$ cat config.mk
export PLATFORM = sky130hd
export DESIGN_NAME = fcs_ctrl
export DESIGN_NICKNAME = d
export VERILOG_FILES = /design/src/hw/fcs_pkg.sv /design/src/hw/fcs_bus_cycle.sv /design/src/hw/fcs_ctrl.sv
export VERILOG_INCLUDE_DIRS = /design/src /design/src/hw
export SDC_FILE = /design/constraint.sdc
export NUM_CORES = 1
export LEC_CHECK = 0
export BUFFER_PORTS_ARGS = -buffer_cell sky130_fd_sc_hd__buf_4
export CAP_MARGIN = 20
export CORE_MARGIN = 3
export CORE_UTILIZATION = 60
export CTS_BUF_LIST = sky130_fd_sc_hd__clkbuf_2 sky130_fd_sc_hd__clkbuf_4 sky130_fd_sc_hd__clkbuf_8
export DETAILED_ROUTE_END_ITERATION = 8
export HOLD_SLACK_MARGIN = 0.1
export PLACE_DENSITY = 0.95
export SLEW_MARGIN = 20
export SYNTH_ARGS = -nofsm -noshare
export SYNTH_HDL_FRONTEND = slang
export SYNTH_SLANG_ARGS = --single-unit
export TNS_END_PERCENT = 100
$ cat constraint.sdc
create_clock -name i_ref_clk -period 6.9 [get_ports i_ref_clk]
set_clock_uncertainty 0.1 [all_clocks]
set_input_delay 0.69 -clock i_ref_clk [delete_from_list [all_inputs] [get_ports i_ref_clk]]
set_output_delay 0.69 -clock i_ref_clk [all_outputs]
set_load 0.01 [all_outputs]
$ cat src/hw/fcs_defs.svh
// Constants for the flash command/status controller.
// Assumes a 20 MHz reference clock; all timing counts derive from it.
`ifndef FCS_DEFS_SVH
`define FCS_DEFS_SVH

// ----------------------------------------
// Clock and flash bus timing
// ----------------------------------------
`define FCS_CLK_NS 50
`define FCS_T_SETUP_NS 50
`define FCS_T_STROBE_NS 100
`define FCS_T_HOLD_NS 50
// Least times round up to whole cycles
`define FCS_CYC(ns) (((ns) + `FCS_CLK_NS - 1) / `FCS_CLK_NS)

// ----------------------------------------
// Flash command addresses and codes
// ----------------------------------------
`define FCS_ADDR_UNLOCK1 22'h000555
`define FCS_ADDR_UNLOCK2 22'h0002AA
`define FCS_ADDR_ANY 22'h000000
`define FCS_DATA_UNLOCK1 8'hAA
`define FCS_DATA_UNLOCK2 8'h55
`define FCS_CMD_RESET 8'hF0
`define FCS_CMD_PROGRAM 8'hA0
`define FCS_CMD_ERASE_SETUP 8'h80
`define FCS_CMD_CHIP_ERASE 8'h10
`define FCS_CMD_SECTOR_ERASE 8'h30
`define FCS_CMD_AUTOSELECT 8'h90
`define FCS_CMD_SUSPEND 8'hB0
`define FCS_CMD_RESUME 8'h30

// ----------------------------------------
// Status bit positions on the flash data bus
// ----------------------------------------
`define FCS_TOGGLE_BIT 6
`define FCS_TIMEOUT_BIT 5

// ----------------------------------------
// Register map (byte offsets) and fields
// ----------------------------------------
`define FCS_REG_CTRL 4'h0
`define FCS_REG_ADDR 4'h4
`define FCS_REG_DATA 4'h8
`define FCS_REG_STATUS 4'hC
`define FCS_CTRL_OP_LSB 0
`define FCS_CTRL_OP_MSB 3
`define FCS_CTRL_START 4
`define FCS_CTRL_HWRST 8
`define FCS_ST_BUSY 0
`define FCS_ST_DONE 1
`define FCS_ST_FAIL 2
`define FCS_ST_RDY 3
`define FCS_ST_RD_LSB 8
`define FCS_ST_RD_MSB 15
`define FCS_RESP_OKAY 2'h0
`define FCS_RESP_SLVERR 2'h2

`endif

$ cat src/hw/fcs_pkg.sv
// Types shared by the flash command/status controller files.
// Constants live in fcs_defs.svh.
package fcs_pkg;
	typedef enum logic [3:0] {
		FCS_OP_READ = 4'h0,
		FCS_OP_RESET = 4'h1,
		FCS_OP_PROGRAM = 4'h2,
		FCS_OP_CHIP_ERASE = 4'h3,
		FCS_OP_SECTOR_ERASE = 4'h4,
		FCS_OP_ADD_SECTOR = 4'h5,
		FCS_OP_SUSPEND = 4'h6,
		FCS_OP_RESUME = 4'h7,
		FCS_OP_AUTOSELECT = 4'h8
	} fcs_op_t;

	typedef enum logic [5:0] {
		FCS_ST_IDLE = 6'b000001,
		FCS_ST_CMD = 6'b000010,
		FCS_ST_POLL_A = 6'b000100,
		FCS_ST_POLL_B = 6'b001000,
		FCS_ST_POLL_C = 6'b010000,
		FCS_ST_FINAL = 6'b100000
	} fcs_state_t;

	typedef enum logic [3:0] {
		FCS_CY_IDLE = 4'b0001,
		FCS_CY_SETUP = 4'b0010,
		FCS_CY_STROBE = 4'b0100,
		FCS_CY_HOLD = 4'b1000
	} fcs_cyc_t;
endpackage

$ cat src/hw/fcs_bus_cycle.sv
// One flash bus cycle, write or read, with setup, strobe and hold phases.
// Assumes the flash data input is synchronous to the reference clock.
`timescale 1ns/1ps
`include "fcs_defs.svh"

module fcs_bus_cycle (
	input wire logic i_ref_clk,
	input wire logic i_rstn,
	input wire logic i_ce,
	input wire logic i_start,
	input wire logic i_read,
	input wire logic [21:0] i_addr,
	input wire logic [7:0] i_wdata,
	input wire logic [7:0] i_dq_in,
	output logic o_done,
	output logic [7:0] o_rdata,
	output logic [21:0] o_addr,
	output logic [7:0] o_dq_out,
	output logic o_dq_oe,
	output logic o_ce_n,
	output logic o_we_n,
	output logic o_oe_n
);
	import fcs_pkg::*;

	localparam logic [3:0] SETUP_LAST = 4'(`FCS_CYC(`FCS_T_SETUP_NS) - 1);
	localparam logic [3:0] STROBE_LAST = 4'(`FCS_CYC(`FCS_T_STROBE_NS) - 1);
	localparam logic [3:0] HOLD_LAST = 4'(`FCS_CYC(`FCS_T_HOLD_NS) - 1);

	fcs_cyc_t state;
	logic [3:0] cnt;
	logic is_read;

	// Address and data settle a full setup phase before the falling edge, so the
	// later of the two falling edges sees a stable address; data is held past the rising edge.
	always_ff @(posedge i_ref_clk or negedge i_rstn) begin
		if (!i_rstn) begin
			state <= FCS_CY_IDLE;
			cnt <= 4'h0;
			is_read <= 1'b0;
			o_done <= 1'b0;
			o_rdata <= 8'h00;
			o_addr <= 22'h000000;
			o_dq_out <= 8'h00;
			o_dq_oe <= 1'b0;
			o_ce_n <= 1'b1;
			o_we_n <= 1'b1;
			o_oe_n <= 1'b1;
		end else if (i_ce) begin
			o_done <= 1'b0;
			cnt <= cnt + 4'h1;
			unique case (state)
				FCS_CY_IDLE: begin
					cnt <= 4'h0;
					if (i_start) begin
						state <= FCS_CY_SETUP;
						is_read <= i_read;
						o_addr <= i_addr;
						o_dq_out <= i_wdata;
						o_dq_oe <= !i_read;
					end
				end
				FCS_CY_SETUP: begin
					if (cnt == SETUP_LAST) begin
						state <= FCS_CY_STROBE;
						cnt <= 4'h0;
						o_ce_n <= 1'b0;
						o_we_n <= is_read;
						o_oe_n <= !is_read;
					end
				end
				FCS_CY_STROBE: begin
					if (cnt == STROBE_LAST) begin
						state <= FCS_CY_HOLD;
						cnt <= 4'h0;
						o_ce_n <= 1'b1;
						o_we_n <= 1'b1;
						o_oe_n <= 1'b1;
						if (is_read) begin
							o_rdata <= i_dq_in;
						end
					end
				end
				FCS_CY_HOLD: begin
					if (cnt == HOLD_LAST) begin
						state <= FCS_CY_IDLE;
						o_dq_oe <= 1'b0;
						o_done <= 1'b1;
					end
				end
			endcase
		end
	end
endmodule

$ cat src/hw/fcs_ctrl.sv
// Host-side controller for a byte-wide parallel flash: issues command sequences,
// polls write status and reports through AXI4-Lite registers.
// Assumes flash pins and AXI signals are synchronous to i_ref_clk.
`timescale 1ns/1ps
`include "fcs_defs.svh"

module fcs_ctrl (
	input wire logic i_ref_clk,
	input wire logic i_rstn,
	input wire logic i_ce,
	// AXI4-Lite slave
	input wire logic [3:0] i_s_awaddr,
	input wire logic i_s_awvalid,
	output logic o_s_awready,
	input wire logic [31:0] i_s_wdata,
	input wire logic [3:0] i_s_wstrb,
	input wire logic i_s_wvalid,
	output logic o_s_wready,
	output logic [1:0] o_s_bresp,
	output logic o_s_bvalid,
	input wire logic i_s_bready,
	input wire logic [3:0] i_s_araddr,
	input wire logic i_s_arvalid,
	output logic o_s_arready,
	output logic [31:0] o_s_rdata,
	output logic [1:0] o_s_rresp,
	output logic o_s_rvalid,
	input wire logic i_s_rready,
	// Flash pins
	output logic [21:0] o_fl_addr,
	output logic [7:0] o_fl_dq_out,
	output logic o_fl_dq_oe,
	input wire logic [7:0] i_fl_dq_in,
	output logic o_fl_ce_n,
	output logic o_fl_we_n,
	output logic o_fl_oe_n,
	output logic o_fl_reset_n,
	input wire logic i_fl_ready_busy_n
);
	import fcs_pkg::*;

	// ----------------------------------------
	// Command step table
	// ----------------------------------------
	// Returns {read, last, address, data} for step idx of an operation.
	function automatic logic [31:0] step_of(input fcs_op_t op, input logic [2:0] idx, input logic [21:0] a,
		input logic [7:0] d);
		logic [31:0] s;
		s = {1'b0, 1'b0, `FCS_ADDR_ANY, `FCS_CMD_RESET};
		if (idx == 3'h0 && op != FCS_OP_READ && op != FCS_OP_RESET && op != FCS_OP_SUSPEND
			&& op != FCS_OP_RESUME && op != FCS_OP_ADD_SECTOR) begin
			s = {1'b0, 1'b0, `FCS_ADDR_UNLOCK1, `FCS_DATA_UNLOCK1};
		end else if (idx == 3'h1 && op != FCS_OP_READ && op != FCS_OP_RESET) begin
			s = {1'b0, 1'b0, `FCS_ADDR_UNLOCK2, `FCS_DATA_UNLOCK2};
		end else begin
			unique case (op)
				FCS_OP_READ: s = {1'b1, 1'b1, a, 8'h00};
				FCS_OP_RESET: s = {1'b0, 1'b1, `FCS_ADDR_ANY, `FCS_CMD_RESET};
				FCS_OP_SUSPEND: s = {1'b0, 1'b1, `FCS_ADDR_ANY, `FCS_CMD_SUSPEND};
				FCS_OP_RESUME: s = {1'b0, 1'b1, `FCS_ADDR_ANY, `FCS_CMD_RESUME};
				FCS_OP_ADD_SECTOR: s = {1'b0, 1'b1, a, `FCS_CMD_SECTOR_ERASE};
				FCS_OP_PROGRAM: begin
					if (idx == 3'h2) s = {1'b0, 1'b0, `FCS_ADDR_UNLOCK1, `FCS_CMD_PROGRAM};
					else s = {1'b0, 1'b1, a, d};
				end
				FCS_OP_AUTOSELECT: begin
					if (idx == 3'h2) s = {1'b0, 1'b0, `FCS_ADDR_UNLOCK1, `FCS_CMD_AUTOSELECT};
					else s = {1'b1, 1'b1, a, 8'h00};
				end
				FCS_OP_CHIP_ERASE, FCS_OP_SECTOR_ERASE: begin
					unique case (idx)
						3'h2: s = {1'b0, 1'b0, `FCS_ADDR_UNLOCK1, `FCS_CMD_ERASE_SETUP};
						3'h3: s = {1'b0, 1'b0, `FCS_ADDR_UNLOCK1, `FCS_DATA_UNLOCK1};
						3'h4: s = {1'b0, 1'b0, `FCS_ADDR_UNLOCK2, `FCS_DATA_UNLOCK2};
						default: begin
							if (op == FCS_OP_CHIP_ERASE) s = {1'b0, 1'b1, `FCS_ADDR_UNLOCK1, `FCS_CMD_CHIP_ERASE};
							else s = {1'b0, 1'b1, a, `FCS_CMD_SECTOR_ERASE};
						end
					endcase
				end
				default: s = {1'b0, 1'b1, `FCS_ADDR_ANY, `FCS_CMD_RESET};
			endcase
		end
		return s;
	endfunction

	// ----------------------------------------
	// Registers and state
	// ----------------------------------------
	fcs_state_t state;
	fcs_op_t op;
	logic [2:0] idx;
	logic [21:0] reg_addr;
	logic [7:0] reg_data;
	logic [7:0] rd_byte;
	logic [7:0] prev;
	logic hw_reset;
	logic done;
	logic fail;
	logic pend;
	logic aw_got;
	logic w_got;
	logic [3:0] aw_addr;
	logic [31:0] w_data;
	logic cyc_done;
	logic [7:0] cyc_rdata;

	wire [31:0] cur_step = step_of(op, idx, reg_addr, reg_data);
	wire step_read = cur_step[31];
	wire step_last = cur_step[30];
	wire busy = (state != FCS_ST_IDLE);
	wire in_poll = (state == FCS_ST_POLL_A) || (state == FCS_ST_POLL_B) || (state == FCS_ST_POLL_C)
		|| (state == FCS_ST_FINAL);
	wire cyc_read = in_poll || step_read;
	wire [21:0] cyc_addr = in_poll ? reg_addr : cur_step[29:8];
	wire cyc_start = busy && !pend;
	wire needs_poll = (op == FCS_OP_PROGRAM) || (op == FCS_OP_CHIP_ERASE) || (op == FCS_OP_SECTOR_ERASE)
		|| (op == FCS_OP_RESUME);
	wire toggled = prev[`FCS_TOGGLE_BIT] != cyc_rdata[`FCS_TOGGLE_BIT];
	wire wr_fire = aw_got && w_got && !o_s_bvalid;
	wire wr_ctrl = wr_fire && (aw_addr == `FCS_REG_CTRL) && w_data[`FCS_CTRL_START] && !busy;
	wire wr_mapped = (aw_addr == `FCS_REG_CTRL) || (aw_addr == `FCS_REG_ADDR) || (aw_addr == `FCS_REG_DATA)
		|| (aw_addr == `FCS_REG_STATUS);
	wire rd_mapped = (i_s_araddr == `FCS_REG_CTRL) || (i_s_araddr == `FCS_REG_ADDR)
		|| (i_s_araddr == `FCS_REG_DATA) || (i_s_araddr == `FCS_REG_STATUS);
	wire [31:0] status_word = {16'h0000, rd_byte, 4'h0, i_fl_ready_busy_n, fail, done, busy};
	wire [31:0] rd_word = (i_s_araddr == `FCS_REG_CTRL) ? {23'h000000, hw_reset, 4'h0, 4'(op)} :
		(i_s_araddr == `FCS_REG_ADDR) ? {10'h000, reg_addr} :
		(i_s_araddr == `FCS_REG_DATA) ? {24'h000000, reg_data} :
		(i_s_araddr == `FCS_REG_STATUS) ? status_word : 32'h00000000;

	// ----------------------------------------
	// Flash bus cycle engine
	// ----------------------------------------
	fcs_bus_cycle u_cycle (
		.i_ref_clk(i_ref_clk),
		.i_rstn(i_rstn),
		.i_ce(i_ce),
		.i_start(cyc_start),
		.i_read(cyc_read),
		.i_addr(cyc_addr),
		.i_wdata(cur_step[7:0]),
		.i_dq_in(i_fl_dq_in),
		.o_done(cyc_done),
		.o_rdata(cyc_rdata),
		.o_addr(o_fl_addr),
		.o_dq_out(o_fl_dq_out),
		.o_dq_oe(o_fl_dq_oe),
		.o_ce_n(o_fl_ce_n),
		.o_we_n(o_fl_we_n),
		.o_oe_n(o_fl_oe_n)
	);

	// ----------------------------------------
	// Sequencer
	// ----------------------------------------
	// Completion is judged by the toggle bit: it serves both program and erase at
	// the register address, and also covers the protected-sector busy windows.
	always_ff @(posedge i_ref_clk or negedge i_rstn) begin
		if (!i_rstn) begin
			state <= FCS_ST_IDLE;
			op <= FCS_OP_READ;
			idx <= 3'h0;
			pend <= 1'b0;
			prev <= 8'h00;
			rd_byte <= 8'h00;
			done <= 1'b0;
			fail <= 1'b0;
		end else if (i_ce) begin
			if (cyc_start) pend <= 1'b1;
			if (cyc_done) pend <= 1'b0;
			unique case (state)
				FCS_ST_IDLE: begin
					if (wr_ctrl) begin
						state <= FCS_ST_CMD;
						op <= fcs_op_t'(w_data[`FCS_CTRL_OP_MSB:`FCS_CTRL_OP_LSB]);
						idx <= 3'h0;
						done <= 1'b0;
						fail <= 1'b0;
					end
				end
				FCS_ST_CMD: begin
					if (cyc_done) begin
						idx <= idx + 3'h1;
						if (step_read) rd_byte <= cyc_rdata;
						if (step_last) begin
							state <= needs_poll ? FCS_ST_POLL_A : FCS_ST_IDLE;
							done <= !needs_poll;
						end
					end
				end
				FCS_ST_POLL_A: begin
					if (cyc_done) begin
						prev <= cyc_rdata;
						state <= FCS_ST_POLL_B;
					end
				end
				FCS_ST_POLL_B: begin
					if (cyc_done) begin
						prev <= cyc_rdata;
						if (!toggled) state <= FCS_ST_FINAL;
						else if (cyc_rdata[`FCS_TIMEOUT_BIT]) state <= FCS_ST_POLL_C;
					end
				end
				FCS_ST_POLL_C: begin
					if (cyc_done) begin
						if (!toggled) begin
							state <= FCS_ST_FINAL;
						end else begin
							fail <= 1'b1;
							op <= FCS_OP_RESET;
							idx <= 3'h0;
							state <= FCS_ST_CMD;
						end
					end
				end
				FCS_ST_FINAL: begin
					if (cyc_done) begin
						rd_byte <= cyc_rdata;
						done <= 1'b1;
						state <= FCS_ST_IDLE;
					end
				end
			endcase
		end
	end

	// ----------------------------------------
	// AXI4-Lite slave
	// ----------------------------------------
	always_ff @(posedge i_ref_clk or negedge i_rstn) begin
		if (!i_rstn) begin
			o_s_awready <= 1'b1;
			o_s_wready <= 1'b1;
			aw_got <= 1'b0;
			w_got <= 1'b0;
			aw_addr <= 4'h0;
			w_data <= 32'h00000000;
			o_s_bvalid <= 1'b0;
			o_s_bresp <= `FCS_RESP_OKAY;
			o_s_arready <= 1'b1;
			o_s_rvalid <= 1'b0;
			o_s_rdata <= 32'h00000000;
			o_s_rresp <= `FCS_RESP_OKAY;
			reg_addr <= 22'h000000;
			reg_data <= 8'h00;
			hw_reset <= 1'b0;
			o_fl_reset_n <= 1'b1;
		end else if (i_ce) begin
			o_fl_reset_n <= !hw_reset;
			if (o_s_awready && i_s_awvalid) begin
				aw_got <= 1'b1;
				aw_addr <= i_s_awaddr;
				o_s_awready <= 1'b0;
			end
			if (o_s_wready && i_s_wvalid) begin
				w_got <= 1'b1;
				w_data <= i_s_wdata;
				o_s_wready <= 1'b0;
			end
			if (wr_fire) begin
				aw_got <= 1'b0;
				w_got <= 1'b0;
				o_s_bvalid <= 1'b1;
				o_s_bresp <= wr_mapped ? `FCS_RESP_OKAY : `FCS_RESP_SLVERR;
				// Address and data stay put while an operation runs; the steps read both, the poll reads the address
				if (aw_addr == `FCS_REG_CTRL) hw_reset <= w_data[`FCS_CTRL_HWRST];
				if (aw_addr == `FCS_REG_ADDR && !busy) reg_addr <= w_data[21:0];
				if (aw_addr == `FCS_REG_DATA && !busy) reg_data <= w_data[7:0];
			end
			if (o_s_bvalid && i_s_bready) begin
				o_s_bvalid <= 1'b0;
				o_s_awready <= 1'b1;
				o_s_wready <= 1'b1;
			end
			if (o_s_arready && i_s_arvalid) begin
				o_s_arready <= 1'b0;
				o_s_rvalid <= 1'b1;
				o_s_rdata <= rd_word;
				o_s_rresp <= rd_mapped ? `FCS_RESP_OKAY : `FCS_RESP_SLVERR;
			end
			if (o_s_rvalid && i_s_rready) begin
				o_s_rvalid <= 1'b0;
				o_s_arready <= 1'b1;
			end
		end
	end
endmodule

==> results_dict.tcl <==
set metrics [dict create \
    cts.sinks 166 \
    synth_enable_flop_cells 0 \
    critPathMaxFanout 21 \
    global_route.peak_usage_layer "met2" \
    rows 41 \
    fmax_mhz 295 \
    netlist-cell-type-count 74 \
    clkTransAtPathRegs_ps 90 \
    ys_async_sr_fraction_pct 100 \
    crit-reg2reg-capture "state[3]$_DFFE_PN0P_" \
    required_time_of_the_critical_path_ps 7160 \
    dp.final_hpwl_mm 13.7 \
    detailroute.via_count 6382 \
    cts_post_setup_buffers_inserted 0 \
    routedWlPerCell_um 20.0 \
    ctsLongestPathBuffers 2 \
    hp-class "in -> async" \
    synth_top_area_share_pct 49.6 \
    initial_utilization_pct 62.0 \
    critical_path.reg2reg.startpoint "op[2]$_DFFE_PN0P_" \
    synthesis.area_per_instance_um2 10.9 \
    detailed_place.area_um2 8820 \
    io-pin-count 137 \
    setup.reg_to_reg.worst_slack_ps 3510 \
    drc 0 \
    cts_resized 0 \
    chipHeight_um 121 \
    most_common_library_cell_in_the_layout_ignoring_fill_and_taps "sky130_fd_sc_hd__dfrtp_1" \
    cp-start-kind "register" \
    clk_latency_ps 470 \
    met2_usage_pct 45.4 \
    postRouteWirelength_mm 20.3 \
    layout.cells.most_common_list "sky130_fd_sc_hd__dfrtp_1 (157), sky130_fd_sc_hd__buf_4 (117), sky130_fd_sc_hd__mux2_2 (78)" \
    cts_hold_buf 0 \
    syn_to_final_growth_pct 16.8 \
    worst-r2r-cell-count 6 \
    synth.yosys.seq_area_share_pct 52.6 \
    die-area_um2 14600 \
    global_route.usage.total_pct 28.1 \
    hold_viol_final 0 \
    grt_first_pass_wirelength_mm 32.1 \
    numCtsBuffers 17 \
    global_route.overflow_total 0 \
    timing.critical_path.arrival_ps 3650 \
    placement.setup.worst_slack_ps 3650 \
    power.leakage_uw 0.00442 \
    initial_antenna_violation_count 0 \
    setup_violations 0 \
    clock-root-buffer "sky130_fd_sc_hd__clkbuf_8" \
    pwr_density_cell_nw_per_um2 331 \
    tightest_slew_ps 997 \
    power.total_uw 3060 \
    layout.cell_area.non_filler_um2 9250 \
    vias_per_cell 6.31 \
    inserted_diodes 0 \
    synth_area_leaders "sky130_fd_sc_hd__dfrtp_1 (50%), sky130_fd_sc_hd__mux2_2 (11%), sky130_fd_sc_hd__o21ai_0 (3.3%)" \
    number_of_cells_produced_by_synthesis 730 \
    grt_max_degree 86 \
    outcome "completed" \
    max-slew-margin-rel_pct 33.6 \
    final_min_period_over_clock_period_pct 49.2 \
    final_slew_violations 0 \
    grtUsageMet1_pct 36.6 \
    gp_routability_congestion 0.892 \
    cts.htree.levels 4 \
    cp-end-kind "register" \
    number_of_design_rule_violations_left_by_the_first_detailed_router_iteration 793 \
    finalWorstSetupSlack_ps 3510 \
    maxCapViolations 0 \
    cts_tree "yes" \
    grt_setup_unrepaired "no" \
    yosys_warnings 0 \
    seq_cells_post_synth 166 \
    crit_type "reg -> reg" \
    ant_nets 0 \
    number_of_nets_at_the_end_of_the_flow 896 \
    vdd_drop_max_v 0.000246 \
    layout-drive-gt1-share_pct 31.0 \
    met3_usage_pct 5.31 \
    port-buffer-count 110 \
    finalSetupTns_ps 0 \
    die_w_um 121 \
    synth.cell_area_um2 7920 \
    yosys_most_used_dff "sky130_fd_sc_hd__dfrtp_1" \
    post-route-min-period_ps 3390 \
    number_of_iterations_in_the_first_detailed_routing_pass 5 \
    placeableCoreArea_um2 12800 \
    grt_pass1_vias 6175 \
    synth_largest_area_cell "sky130_fd_sc_hd__dfrtp_1" \
]
worst max-delay path by stage:
stage                    startpoint                              to  slack [ps]  cells after the start
2_1_floorplan  state[0]$_DFFE_PN1P_            state[3]$_DFFE_PN0P_        4030                      8
6_report          op[2]$_DFFE_PN0P_            state[3]$_DFFE_PN0P_        3510                      6
5_1_grt           op[2]$_DFFE_PN0P_            state[3]$_DFFE_PN0P_        3310                      6
3_3_place_gp      op[2]$_DFFE_PN0P_            state[3]$_DFFE_PN0P_        3720                      6
3_5_place_dp      op[2]$_DFFE_PN0P_            state[3]$_DFFE_PN0P_        3650                      6
4_1_cts           op[2]$_DFFE_PN0P_  u_cycle.o_addr[16]$_DFFE_PN0P_        3500                      5
cell usage after synthesis (12+ instances only):
master,instances
sky130_fd_sc_hd__a21oi_1,25
sky130_fd_sc_hd__buf_4,12
sky130_fd_sc_hd__clkbuf_1,32
sky130_fd_sc_hd__dfrtp_1,157
sky130_fd_sc_hd__inv_1,19
sky130_fd_sc_hd__mux2_2,78
sky130_fd_sc_hd__mux2i_1,13
sky130_fd_sc_hd__nand2_1,66
sky130_fd_sc_hd__nand3_1,25
sky130_fd_sc_hd__nor2_1,58
sky130_fd_sc_hd__nor3_1,20
sky130_fd_sc_hd__o21ai_0,53
area by class of cell:
| class | instances | area (um^2) |
|---|---|---|
| Sequential cell | 166 | 4170 |
| Fill cell | 815 | 3520 |
| Multi-Input combinational cell | 503 | 3480 |
| Timing Repair Buffer | 120 | 906 |
| Clock buffer | 21 | 283 |
| Tap cell | 172 | 215 |
| Clock inverter | 11 | 135 |
| Inverter | 19 | 71.3 |
routing by layer:
layer	share of wire, %	vias to the layer above
met5	0	-
met4	4.1	0
met3	7.6	75
met2	49	382
met1	39	3131
li1	-	2794
metrics by stage:
stage | util, % | std cells | hold WS (ps)
2_1_floorplan | - | 741 | 294
3_3_place_gp | 69.0 | 978 | 349
3_5_place_dp | 69.0 | 978 | 358
4_1_cts | 72.3 | 1010 | 180
5_1_grt | 72.4 | 1012 | 219
6_report | 72.4 | 1012 | 164
worst max-delay path, cell delays in order, from the launching register on:
cell and delay [ps]:
sky130_fd_sc_hd__dfrtp_1 750, sky130_fd_sc_hd__nor3b_1 530, sky130_fd_sc_hd__o311a_1 530, sky130_fd_sc_hd__a31oi_1 170, sky130_fd_sc_hd__a21oi_1 430, sky130_fd_sc_hd__or3_1 390, sky130_fd_sc_hd__mux2_2 380
report_power, final:
group | total (uW) | switching, uW | internal (uW)
registers | 1390 | 245 | 1150
clock network | 731 | 370 | 361
logic | 937 | 532 | 405
state kept, by name (all words and copies together) (netlist names), 3 cells and up:
name              flops
u_cycle.o_addr       22
idx                   3
u_cycle.o_dq_out      8
op                    4
reg_addr             22
u_cycle.o_rdata       8
aw_addr               4
w_data               22
rd_byte               8
state                 6
o_s_rdata            22
u_cycle.cnt           4
reg_data              8
u_cycle.state         4
cell families after synthesis:
logic type / count (synthesis) / share of synthesized area [%]
other: 1 / 0.0473
xor gates and xnor gates: 5 / 0.553
and+or+nand+nor: 225 / 14.0
muxes: 95 / 13.9
AOI/OAI and AO/OA: 157 / 13.5
buffers and inverters: 72 / 4.15
DFF: 166 / 52.6
adders and majority gates: 9 / 1.39
(Power assumes the default switching activity.)
